<file path="src/common/lintc_defines.vh">
/*
  Constants of the LIN transceiver channel control block: modes, timing and slope codes.
  Assumes a 200 MHz core clock; included by bare name.
*/
`ifndef LINTC_DEFINES_VH
`define LINTC_DEFINES_VH

// ----------------------------------------
// Clock and timing
// ----------------------------------------
`define LINTC_CLK_MHZ        200
`define LINTC_WAKE_MIN_US    30
`define LINTC_WAKE_MAX_US    150
`define LINTC_DOM_TO_MS      20
`define LINTC_WAKE_MIN_CYC   (`LINTC_WAKE_MIN_US * `LINTC_CLK_MHZ)
`define LINTC_WAKE_MAX_CYC   (`LINTC_WAKE_MAX_US * `LINTC_CLK_MHZ)
`define LINTC_DOM_TO_CYC     (`LINTC_DOM_TO_MS * 1000 * `LINTC_CLK_MHZ)

// ----------------------------------------
// Device power modes
// ----------------------------------------
`define LINTC_PM_NORMAL      3'h0
`define LINTC_PM_STOP        3'h1
`define LINTC_PM_SLEEP       3'h2
`define LINTC_PM_RESTART     3'h3
`define LINTC_PM_FAILSAFE    3'h4

// ----------------------------------------
// Channel transceiver modes
// ----------------------------------------
`define LINTC_LM_OFF         2'h0
`define LINTC_LM_WAKE        2'h1
`define LINTC_LM_RXONLY      2'h2
`define LINTC_LM_NORMAL      2'h3

// ----------------------------------------
// Slope codes
// ----------------------------------------
`define LINTC_SLOPE_NORMAL   2'h0
`define LINTC_SLOPE_LOW      2'h1
`define LINTC_SLOPE_FLASH    2'h2

`endif

</file>
<file path="src/design/lintc_fifo.v">
/*
  Parameterised synchronous FIFO with valid/ready on both sides.
  Assumes one clock and an asynchronous active-low reset.
*/
`timescale 1ns/1ps
module lintc_fifo #(
  parameter WIDTH = 8,
  parameter DEPTH = 16,
  parameter AW    = 4
) (
  // Clock and reset
  input  wire             clock_i,
  input  wire             nrst_i,
  // Fill side
  input  wire             in_valid_i,
  output wire             in_ready_o,
  input  wire [WIDTH-1:0] in_data_i,
  // Drain side
  output wire             out_valid_o,
  input  wire             out_ready_i,
  output wire [WIDTH-1:0] out_data_o
);
  reg [WIDTH-1:0] mem [0:DEPTH-1];
  reg [AW-1:0]    wr_ff;
  reg [AW-1:0]    rd_ff;
  reg [AW:0]      cnt_ff;
  wire            push;
  wire            pop;

  assign in_ready_o  = (cnt_ff != DEPTH[AW:0]);
  assign out_valid_o = (cnt_ff != {(AW+1){1'b0}});
  assign out_data_o  = mem[rd_ff];
  assign push        = in_valid_i & in_ready_o;
  assign pop         = out_valid_o & out_ready_i;

  always @(posedge clock_i) begin
    if (push) begin
      mem[wr_ff] <= in_data_i;
    end
  end

  always @(posedge clock_i or negedge nrst_i) begin
    if (!nrst_i) begin
      wr_ff  <= {AW{1'b0}};
      rd_ff  <= {AW{1'b0}};
      cnt_ff <= {(AW+1){1'b0}};
    end else begin
      if (push) begin
        wr_ff <= (wr_ff == DEPTH[AW-1:0] - 1'b1) ? {AW{1'b0}} : wr_ff + 1'b1;
      end
      if (pop) begin
        rd_ff <= (rd_ff == DEPTH[AW-1:0] - 1'b1) ? {AW{1'b0}} : rd_ff + 1'b1;
      end
      if (push & ~pop) begin
        cnt_ff <= cnt_ff + 1'b1;
      end else if (pop & ~push) begin
        cnt_ff <= cnt_ff - 1'b1;
      end
    end
  end
endmodule

</file>
<file path="src/design/lintc_top.v">
/*
  LIN transceiver channel control: wake detection, dominant timeouts, undervoltage
  fallback, slope selection, and a transmit FIFO in front of the bus drivers.
  Assumes controller pins and bus levels are asynchronous; modes come from SPI logic.
*/
// Notes on behaviour
// - Bus wake in Stop or Normal raises interrupt and wake source status bit.
// - Bus wake in Stop or Normal drives channel receive output low.
// - Wake in Stop keeps Stop; controller must command Normal itself.
// - Stop wake re-enables a disabled watchdog when watchdog-on-bus-wake enable set.
// - Sleep wake requests Restart then Normal, receive output driven low.
// - Sleep wake raises no interrupt; wake source status still set.
// - Wake dominant phase accepted only between 30 and 150 microseconds.
// - Transmit dominant beyond timeout disables driver, bus held recessive.
// - Transmit timeout sets that channel's own fault flag.
// - Driver re-enabled once transmit input leaves dominant.
// - One control bit disables transmit timeout for all channels.
// - Bus dominant beyond timeout in Normal or Receive Only sets fault flag.
// - Clamp detection leaves the channel mode configuration unchanged.
// - Supply undervoltage forces receive-only: driver off, receiver active.
// - Supply recovery resumes normal channel operation.
// - Low slope for 10.4kBaud, normal slope for 20kBaud; slew only differs.
// - Slope defaults to normal after reset.
// - Low-slope bit takes effect on select rise, for all channels, slope only.
// - Slope setting accepted only in Normal power mode.
// - Flash bit disables slope control from next select rise, Normal mode.
// - Wake needs falling edge, long dominant phase, then rising edge; acts at end.
// - Transmit and bus dominant timeouts are nominally 20 ms.
// - After wake, mode still reads wake-capable and receive output stays low.
// - Wake rearmed by mode toggle or entering Stop, Sleep or Fail-Safe.
`timescale 1ns/1ps
`include "lintc_defines.vh"
module lintc_top #(
  parameter NCH      = 3,
  parameter WAKE_MIN = `LINTC_WAKE_MIN_CYC,
  parameter WAKE_MAX = `LINTC_WAKE_MAX_CYC,
  parameter DOM_TO   = `LINTC_DOM_TO_CYC,
  parameter FIFO_D   = 16,
  parameter FIFO_AW  = 4
) (
  // Clock and reset
  input  wire           clock_i,
  input  wire           nrst_i,
  // Power mode and supply
  input  wire [2:0]     power_mode_i,
  input  wire           transceiver_supply_uv_i,
  // Channel modes and SPI control bits
  input  wire [2*NCH-1:0] chan_mode_i,
  input  wire           transmit_timeout_enable_i,
  input  wire           low_slope_select_i,
  input  wire           flash_mode_i,
  input  wire           spi_select_n_i,
  input  wire           watchdog_on_bus_wake_enable_i,
  input  wire           watchdog_enabled_i,
  input  wire [NCH-1:0] fault_clear_i,
  input  wire           wake_status_clear_i,
  // Controller side
  input  wire [NCH-1:0] lin_transmit_in_i,
  output reg  [NCH-1:0] lin_receive_out_o,
  output reg            tx_fifo_ready_o,
  // Bus side
  input  wire [NCH-1:0] bus_level_i,
  input  wire           bus_ready_i,
  output reg  [NCH-1:0] bus_drive_dom_o,
  output reg  [NCH-1:0] tx_stage_en_o,
  output reg  [1:0]     slope_o,
  // Status
  output reg            int_n_o,
  output reg            wake_source_status_o,
  output reg  [NCH-1:0] chan_fault_o,
  output reg            watchdog_enable_req_o,
  output reg            restart_req_o
);
  // ----------------------------------------
  // Input synchronisers
  // ----------------------------------------
  reg  [NCH-1:0] txd_s1_ff;
  reg  [NCH-1:0] txd_s2_ff;
  reg  [NCH-1:0] bus_s1_ff;
  reg  [NCH-1:0] bus_s2_ff;
  reg  [NCH-1:0] bus_d_ff;
  reg            uv_s1_ff;
  reg            uv_s2_ff;
  reg            csn_s1_ff;
  reg            csn_s2_ff;
  reg            csn_d_ff;
  reg  [2:0]     pm_d_ff;

  always @(posedge clock_i or negedge nrst_i) begin
    if (!nrst_i) begin
      txd_s1_ff <= {NCH{1'b1}};
      txd_s2_ff <= {NCH{1'b1}};
      bus_s1_ff <= {NCH{1'b1}};
      bus_s2_ff <= {NCH{1'b1}};
      bus_d_ff  <= {NCH{1'b1}};
      uv_s1_ff  <= 1'b0;
      uv_s2_ff  <= 1'b0;
      csn_s1_ff <= 1'b1;
      csn_s2_ff <= 1'b1;
      csn_d_ff  <= 1'b1;
      pm_d_ff   <= `LINTC_PM_NORMAL;
    end else begin
      txd_s1_ff <= lin_transmit_in_i;
      txd_s2_ff <= txd_s1_ff;
      bus_s1_ff <= bus_level_i;
      bus_s2_ff <= bus_s1_ff;
      bus_d_ff  <= bus_s2_ff;
      uv_s1_ff  <= transceiver_supply_uv_i;
      uv_s2_ff  <= uv_s1_ff;
      csn_s1_ff <= spi_select_n_i;
      csn_s2_ff <= csn_s1_ff;
      csn_d_ff  <= csn_s2_ff;
      pm_d_ff   <= power_mode_i;
    end
  end

  wire csn_rise  = csn_s2_ff & ~csn_d_ff;
  wire pm_normal = (power_mode_i == `LINTC_PM_NORMAL);
  wire pm_stop   = (power_mode_i == `LINTC_PM_STOP);
  wire pm_sleep  = (power_mode_i == `LINTC_PM_SLEEP);
  wire rearm_pm  = (power_mode_i != pm_d_ff) & (pm_stop | pm_sleep |
                   (power_mode_i == `LINTC_PM_FAILSAFE));

  // ----------------------------------------
  // Slope selection
  // ----------------------------------------
  always @(posedge clock_i or negedge nrst_i) begin
    if (!nrst_i) begin
      slope_o <= `LINTC_SLOPE_NORMAL;
    end else if (csn_rise && pm_normal) begin
      if (flash_mode_i) begin
        slope_o <= `LINTC_SLOPE_FLASH;
      end else if (low_slope_select_i) begin
        slope_o <= `LINTC_SLOPE_LOW;
      end else begin
        slope_o <= `LINTC_SLOPE_NORMAL;
      end
    end
  end

  // ----------------------------------------
  // Transmit FIFO in front of the drivers
  // ----------------------------------------
  wire           fifo_in_ready;
  wire           fifo_out_valid;
  wire [NCH-1:0] fifo_out_data;

  lintc_fifo #(
    .WIDTH (NCH),
    .DEPTH (FIFO_D),
    .AW    (FIFO_AW)
  ) u_fifo (
    .clock_i     (clock_i),
    .nrst_i      (nrst_i),
    .in_valid_i  (1'b1),
    .in_ready_o  (fifo_in_ready),
    .in_data_i   (txd_s2_ff),
    .out_valid_o (fifo_out_valid),
    .out_ready_i (bus_ready_i),
    .out_data_o  (fifo_out_data)
  );

  // ----------------------------------------
  // Per-channel logic
  // ----------------------------------------
  wire [NCH-1:0] wake_evt;

  genvar g;
  generate
    for (g = 0; g < NCH; g = g + 1) begin : g_ch
      wire [1:0] mode = chan_mode_i[2*g+1:2*g];
      reg  [1:0] mode_d_ff;
      reg  [31:0] wk_cnt_ff;
      reg        wk_arm_ff;
      reg        woken_ff;
      reg  [31:0] txto_cnt_ff;
      reg        txto_ff;
      reg  [31:0] clamp_cnt_ff;
      wire       txd_dom = ~txd_s2_ff[g];
      wire       bus_dom = ~bus_s2_ff[g];
      wire       bus_fall = bus_d_ff[g] & ~bus_s2_ff[g];
      wire       bus_rise = ~bus_d_ff[g] & bus_s2_ff[g];
      wire       wake_mode = (mode == `LINTC_LM_WAKE);
      wire       drv_mode = (mode == `LINTC_LM_NORMAL) & ~uv_s2_ff;
      wire       clamp_mode = (mode == `LINTC_LM_NORMAL) | (mode == `LINTC_LM_RXONLY);
      wire       wk_ok = (wk_cnt_ff >= WAKE_MIN) & (wk_cnt_ff <= WAKE_MAX);
      wire       tx_hit = transmit_timeout_enable_i & (txto_cnt_ff == DOM_TO - 1);
      wire       clamp_hit = clamp_mode & (clamp_cnt_ff == DOM_TO - 1);

      assign wake_evt[g] = wake_mode & wk_arm_ff & bus_rise & wk_ok;

      always @(posedge clock_i or negedge nrst_i) begin
        if (!nrst_i) begin
          mode_d_ff            <= `LINTC_LM_OFF;
          wk_cnt_ff            <= 32'h0;
          wk_arm_ff            <= 1'b1;
          woken_ff             <= 1'b0;
          txto_cnt_ff          <= 32'h0;
          txto_ff              <= 1'b0;
          clamp_cnt_ff         <= 32'h0;
          chan_fault_o[g]      <= 1'b0;
          lin_receive_out_o[g] <= 1'b1;
          bus_drive_dom_o[g]   <= 1'b0;
          tx_stage_en_o[g]     <= 1'b0;
        end else begin
          mode_d_ff <= mode;
          // Dominant phase length for wake filter
          if (bus_fall) begin
            // Fall cycle is the first dominant cycle
            wk_cnt_ff <= 32'h1;
          end else if (bus_dom && wk_cnt_ff <= WAKE_MAX) begin
            wk_cnt_ff <= wk_cnt_ff + 32'h1;
          end
          // Woken state and rearm
          if (wake_evt[g]) begin
            woken_ff  <= 1'b1;
            wk_arm_ff <= 1'b0;
          end else if (mode != mode_d_ff || rearm_pm) begin
            woken_ff  <= 1'b0;
            wk_arm_ff <= 1'b1;
          end
          // Transmit dominant timeout
          if (!txd_dom) begin
            txto_cnt_ff <= 32'h0;
            txto_ff     <= 1'b0;
          end else if (tx_hit) begin
            txto_ff <= 1'b1;
          end else if (txto_cnt_ff < DOM_TO - 1) begin
            txto_cnt_ff <= txto_cnt_ff + 32'h1;
          end
          if (!transmit_timeout_enable_i) begin
            txto_ff <= 1'b0;
          end
          // Bus dominant clamp, mode left untouched
          if (!bus_dom || !clamp_mode) begin
            clamp_cnt_ff <= 32'h0;
          end else if (clamp_cnt_ff < DOM_TO - 1) begin
            clamp_cnt_ff <= clamp_cnt_ff + 32'h1;
          end
          // Sticky fault flag, set wins over clear
          if ((tx_hit & txd_dom & drv_mode) | (clamp_hit & bus_dom)) begin
            chan_fault_o[g] <= 1'b1;
          end else if (fault_clear_i[g]) begin
            chan_fault_o[g] <= 1'b0;
          end
          // Receive output: bus level, high in Off or Wake mode, or low after wake
          if (wake_evt[g] || (woken_ff && wake_mode)) begin
            lin_receive_out_o[g] <= 1'b0;
          end else if (mode == `LINTC_LM_OFF || wake_mode) begin
            lin_receive_out_o[g] <= 1'b1;
          end else begin
            lin_receive_out_o[g] <= bus_s2_ff[g];
          end
          // Driver stage
          tx_stage_en_o[g]   <= drv_mode & ~txto_ff & ~tx_hit;
          bus_drive_dom_o[g] <= drv_mode & ~txto_ff & ~tx_hit & fifo_out_valid & bus_ready_i &
                                ~fifo_out_data[g];
        end
      end
    end
  endgenerate

  // ----------------------------------------
  // Wake reporting to the device
  // ----------------------------------------
  wire any_wake = |wake_evt;

  always @(posedge clock_i or negedge nrst_i) begin
    if (!nrst_i) begin
      int_n_o               <= 1'b1;
      wake_source_status_o  <= 1'b0;
      watchdog_enable_req_o <= 1'b0;
      restart_req_o         <= 1'b0;
      tx_fifo_ready_o       <= 1'b0;
    end else begin
      tx_fifo_ready_o <= fifo_in_ready;
      int_n_o         <= ~(any_wake & (pm_stop | pm_normal));
      if (any_wake) begin
        wake_source_status_o <= 1'b1;
      end else if (wake_status_clear_i) begin
        wake_source_status_o <= 1'b0;
      end
      watchdog_enable_req_o <= any_wake & pm_stop & ~watchdog_enabled_i &
                               watchdog_on_bus_wake_enable_i;
      restart_req_o         <= any_wake & pm_sleep;
    end
  end
endmodule

</file>
<file path="config.mk">
export PLATFORM = sky130hd
export DESIGN_NAME = lintc_top
export DESIGN_NICKNAME = d
export VERILOG_FILES = /design/src/design/lintc_fifo.v /design/src/design/lintc_top.v
export VERILOG_INCLUDE_DIRS = /design/src /design/src/common
export SDC_FILE = /design/constraint.sdc
export NUM_CORES = 1
export LEC_CHECK = 0
export BUFFER_PORTS_ARGS = -buffer_cell sky130_fd_sc_hd__buf_2
export CAP_MARGIN = 20
export CORE_ASPECT_RATIO = 0.75
export CORE_MARGIN = 4
export CORE_UTILIZATION = 50
export DETAILED_ROUTE_END_ITERATION = 10
export GPL_TIMING_DRIVEN = 0
export PLACE_DENSITY_LB_ADDON = 0.25
export SETUP_SLACK_MARGIN = 0.1
export SLEW_MARGIN = 30
export SYNTH_ARGS = -nofsm -noshare
export SYNTH_HDL_FRONTEND = slang
export SYNTH_SLANG_ARGS = --single-unit
</file>
<file path="constraint.sdc">
create_clock -name clock_i -period 2.8 [get_ports clock_i]
set_input_delay 0.56 -clock clock_i [delete_from_list [all_inputs] [get_ports clock_i]]
set_output_delay 0.56 -clock clock_i [all_outputs]
set_load 0.02 [all_outputs]
</file>
# == Yosys cells after proc, flatten, opt, wreduce, memory -nomap -nowiden ==
# Memories as Yosys holds them, arrays and structs flattened.
# Index checks and enable logic that the tools add are counted.
# op_classes
add_sub_neg,13
magnitude_cmp,12
n_reduce_logical,48
mux,64
n_eq_ne,31
bitwise_logic,94
# ops
operator,n
$mux W32,21
$add A32 B1 Y32 const B,9
$eq A32 B22 Y1 const B,6
$lt A32 B22 Y1 const B,6
$ge A32 B13 Y1 const B,3
$le A32 B15 Y1 const B,3
$and A1 B1 Y1,61
$mux W1,38
$reduce_bool A2 Y1,17
$not A1 Y1,24
$eq A2 B2 Y1 const B,6
$logic_or A1 B1 Y1,12
$mux W5,2
$ne A3 B1 Y1 const B,3
$or A1 B1 Y1,9
$add A4 B1 Y4 const B,2
$eq A4 B4 Y1 const B,2
$mux W4,2
$logic_and A1 B1 Y1,7
$eq A2 B1 Y1 const B,3
$logic_not A2 Y1,3
$ne A2 B2 Y1,3
$ne A2 B2 Y1 const B,3
$reduce_and A2 Y1,3
12 further kinds,14
# word_totals
wordCells,316
mem_count,1
ff_bits,358
inputBits,29
mem_bits_rw,48
# memory_table
memory,words,width,read_ports,rd_ports_with_merged_regs,write_ports,line,text
u_fifo.mem,16,3,1,0,1,lintc_fifo.v:23,reg [WIDTH-1:0] mem [0:DEPTH-1];

# == Depth between registers and ports, before layout ==
# depth
word_depth,8
mapped_depth,10
depth_no_buf,10

# == Hierarchy ==
# Synthesis repeated with hierarchy kept, for this count alone.
# unflattened
cells_unflattened,1694
hier_area_um2,18401.4
# modules_own_cells
mod,seq_area_each_um2,area_each_um2,instances,cells_per_inst
lintc_top,8664.6,15678.8,1,1515
lintc_fifo,1766.7,2722.6,1,179

# == Least setup slack after synthesis ==
# Ideal clock, no wire load.
# synth_timing
kind,reg-to-reg
from,register u_fifo.cnt_ff[0]
to,register u_fifo.cnt_ff[4]
slack_ns,0.019
arrival_ns,2.656
setup_ns,0.125
required_time_ns,2.675
path_stages_with_launch,11
path_cell_list,dfrtp_1 or4_1 o21ai_1 ha_1 inv_1 fa_1 a21o_1 a21oi_1 xnor2_1 nor2_1 xor2_1
# synth_between
elab_chain_cells,5
elab_cells_between_ends,12
classes_between,2 x add/sub; 1 x eq/ne; 2 x mux; 5 x bitwise; 2 x reduce/logical
# synth_rtl
element,line,text
"start, declared",lintc_fifo.v:26,reg [AW:0] cnt_ff;
"start signal, assigned",lintc_fifo.v:46,cnt_ff <= {(AW+1){1'b0}};
"start signal, assigned",lintc_fifo.v:55,cnt_ff <= cnt_ff + 1'b1;
"start signal, assigned",lintc_fifo.v:57,cnt_ff <= cnt_ff - 1'b1;
branches (longest 5 deep; another with $sub A5 B1 Y5),-,
# Parallel ways; which one is timed is not known. The select of a mux whose other input is x is not followed.
# A chain may end at the register's enable or synchronous reset.

# == Final worst setup path ==
# layout_timing
from,register g_ch[0].clamp_cnt_ff[15]
to,register g_ch[0].clamp_cnt_ff[4]
# layout_between
elab_chain_cells,2
# layout_rtl
element,line,text
"start, declared",lintc_top.v:178,reg [31:0] clamp_cnt_ff;
"start signal, assigned",lintc_top.v:238,clamp_cnt_ff <= clamp_cnt_ff + 32'h1;
$lt A32 B22 Y1,lintc_top.v:237,end else if (clamp_cnt_ff < DOM_TO - 1) begin
$reduce_bool A2 Y1 (no line),-,
# No other way between the ends.

==> flow_summary.toml <==
[status]
outcome = "completed"

[placed_design]
dpl.hpwl_um = 24400
port_buffers = 47
place.gp.congestion = 0.847
placed_cells = 2177
post-place-ws_ns = -0.339

[floorplan]
die_y_um = 173
initial_core_util_pct = 50.6
die_x_um = 228
die-area_um2 = 39400
rows = 60
io_pins = 48
core_area_um2 = 35800

[detailed_routing]
wirelength_um = 35900
wl_per_cell_um = 15.9
vias = 12600
dr.pass1.iters = 5
vias_per_cell = 5.59
route.detailed.drc = 0
drt_iter0_drc = 952
drtAntennaViolNets = 0

[timing]
worst-slew-pin-transition_ns = 0.832
final-hold-violation-count = 0
finalClockSkew_ns = 0.0114
setup_viol = 0
timing.fmax_mhz = 384
post-route-period-util_pct = 93.1
drv_slew = 0
max_slew_margin_pct = 44.1
min_period_ns = 2.61
grt_setup_unrepaired = "yes"
setup_slack_ns = 0.193

[cells_and_area]
stdcell_count = 2255
nets = 1810
drive_above_1_share_pct = 11.5
syn2layout_area_growth_pct = 13.8

[min_path]
hp-start = "bus_level_i[1]"
hold_end = "bus_s1_ff[1]"
hold_path_depth = 1
worstHoldPathType = "input pin to register"

[grt]
grt_pass1_vias = 12400
grt_max_degree = 82
grt_pass1_wl_um = 61800
grt_overflow = 0
grt_use_total_pct = 18.3
antenna_found_initial = 0

[power_and_ir_drop]
p_sw_share_pct = 24.3
max-vdd-ir-drop_mv = 0.592
power_density_nw_per_um2 = 669
p_int_w = 0.0105
clockPowerShare_pct = 40.7
power_frac_comb_pct = 11.9
p_leak_nw = 8.86
seq_power_share_pct = 47.4
switchingPower_w = 0.00336

[synth]
async_reset_ff_share_pct = 88.2
yosys-top-cells-area = "dfrtp_1 46%, edfxtp_1 7.9%, and2_1 3.7%"
syn_avg_cell_area_um2 = 10.9
synth_nets = 1712
synth_cell_types = 70
syn_inst = 1661
synth_edf_count = 48
synth_area_um2 = 18100
ys_warn_count = 0
ys_ff_latch = 406
post-synth-top-area-cell = "dfrtp_1"
synth_top_area_share_pct = 45.9
synth_seq_area_share_pct = 57.5
ys.flop_type = "dfrtp_1"

[worst_setup_path]
r2r_slack_ns = 0.19
worstPathArrival_ns = 3.06
end_kind = "register"
start_kind = "register"
r2r_start = "g_ch[0].clamp_cnt_ff[15]"
timing.rr.end = "g_ch[0].clamp_cnt_ff[4]"
path_class = "register to register"
path_max_fanout = 10
required_ns = 3.25
reg2reg_depth = 7

[cts]
numCtsBuffers = 40
htreeDepth = 2
clk_pin_slew_ns = 0.07
clk-insertion-delay-late_ns = 0.53
cts-root-buf = "clkbuf_16"
cts.sinks = 406
cts_tree = "done"
cts_buffer_depth = 3

[flow_run]
drv_cap = 0
## critical path, stage by stage, from the launching register on
cell and delay [ns]:
dfrtp_1 0.44, or4_4 0.57, or4_4 0.45, o221ai_1 0.22, a21boi_1 0.18, buf_2 0.22
or3_1 0.31, a21oi_1 0.14
## placed cells by master, fill, tap and decap left out, types with 29 or more instances in the layout
cell	instances
nor4_1	35
nor3_1	29
nand3_1	79
nor2_1	170
a21oi_1	51
nand4_1	63
xnor2_1	46
o21ai_0	58
inv_1	34
or3_1	38
nand2_1	105
and2_1	107
xor2_1	71
clkbuf_1	51
buf_2	48
edfxtp_1	48
clkbuf_16	41
nor2b_1	45
dfrtp_1	331
and3_1	32
## registers in the layout, indices dropped and copies added (netlist names), 4 cells and up
name,count
g_ch.clamp_cnt_ff,96
g_ch.txto_cnt_ff,96
g_ch.wk_cnt_ff,96
u_fifo.mem,48
g_ch.mode_d_ff,6
u_fifo.cnt_ff,5
u_fifo.rd_ff,4
u_fifo.wr_ff,4
## power groups by stage
stage	clock network, W	logic (W)	registers, W
6_report	0.00562	0.00164	0.00655
5_1_grt	0.00606	0.00186	0.00659
4_1_cts	0.00578	0.00158	0.00656
3_5_place_dp	0	0.00155	0.00666
3_3_place_gp	0	0.00147	0.00664
2_1_floorplan	0	0.00105	0.00660
## synthesized netlist by cell type (17+ instances only)
library cell,n
nand3_1,79
or4_1,17
edfxtp_1,48
nor3_1,29
dfstp_2,25
inv_1,35
nor2b_1,45
clkbuf_1,52
nor2_1,170
nor4_1,37
dfrtp_1,333
xor2_1,71
xnor2_1,46
or3_1,38
o21ai_0,58
and3_1,32
and2_1,107
nand4_1,63
ha_1,21
a21oi_1,53
nand2_1,106
and4_1,20
## logic make-up (layout without fill, tap and decap cells)
group           after synthesis  after routing  share of synthesized area [%]
mux                          24             24                           2.38
fa+ha+maj                    22             22                           1.56
buf+inv                      92            220                           1.92
xor+xnor                    117            117                           5.65
simple gates                803            803                           24.1
flops                       406            406                           57.5
other cells                   0              1                              0
compound gates              197            197                           6.91
## stage by stage
step,setup TNS [ns],hold WS [ns],total power [W],utilization (%),area (um^2)
finish,0,0.122,0.0138,57.6,20600
global route,0,0.0907,0.0145,57.6,20600
CTS,0,0.0955,0.0139,57.3,20500
detailed placement,-0.716,0.347,0.00820,53.3,19100
global placement,-1948.46,0.345,0.00811,52.9,19000
floorplan,0,0.264,0.00765,-,18100
## what timing repair did
item	4_1_cts	5_1_grt
hold buffers	1	0
gates resized for setup	8	25
setup buffers	1	4
endpoints found under the hold margin	53	0
pin swaps	1	0
endpoints found under the setup margin	15	57
## how the worst max path moves through the flow
stage                                to  slack (ns)                startpoint
3_3_place_gp            u_fifo.wr_ff[1]       -5.64                    nrst_i
2_1_floorplan          u_fifo.cnt_ff[4]        0.13          u_fifo.cnt_ff[0]
4_1_cts                u_fifo.cnt_ff[4]        0.05          u_fifo.cnt_ff[0]
5_1_grt        g_ch[2].clamp_cnt_ff[15]        0.09   g_ch[2].clamp_cnt_ff[0]
6_report        g_ch[0].clamp_cnt_ff[4]        0.19  g_ch[0].clamp_cnt_ff[15]
3_5_place_dp           u_fifo.cnt_ff[4]       -0.34          u_fifo.cnt_ff[0]
## routing by layer
metal / global-route usage, % / wire length [um] / vias up / part of all wire [%]
met3: 3.23 / 1370 / 44 / 3.8
met1: 27.9 / 17800 / 6221 / 50
met2: 27.7 / 16100 / 202 / 45
met4: 4.05 / 588 / 0 / 1.6
met5: 0 / 0 / - / 0
li1: - / - / 6131 / -
## area by class of cell
type / instances / area, um^2
fillers: 2966 / 15200
flip-flops and latches: 406 / 10400
multi-input cells: 1163 / 7460
clock buffers: 57 / 1190
well taps: 465 / 582
repair buffers: 57 / 403
plain buffers: 56 / 223
clock inverters: 15 / 211
inverters: 35 / 131
diodes: 1 / 2.50
(Power assumes the default switching activity.)
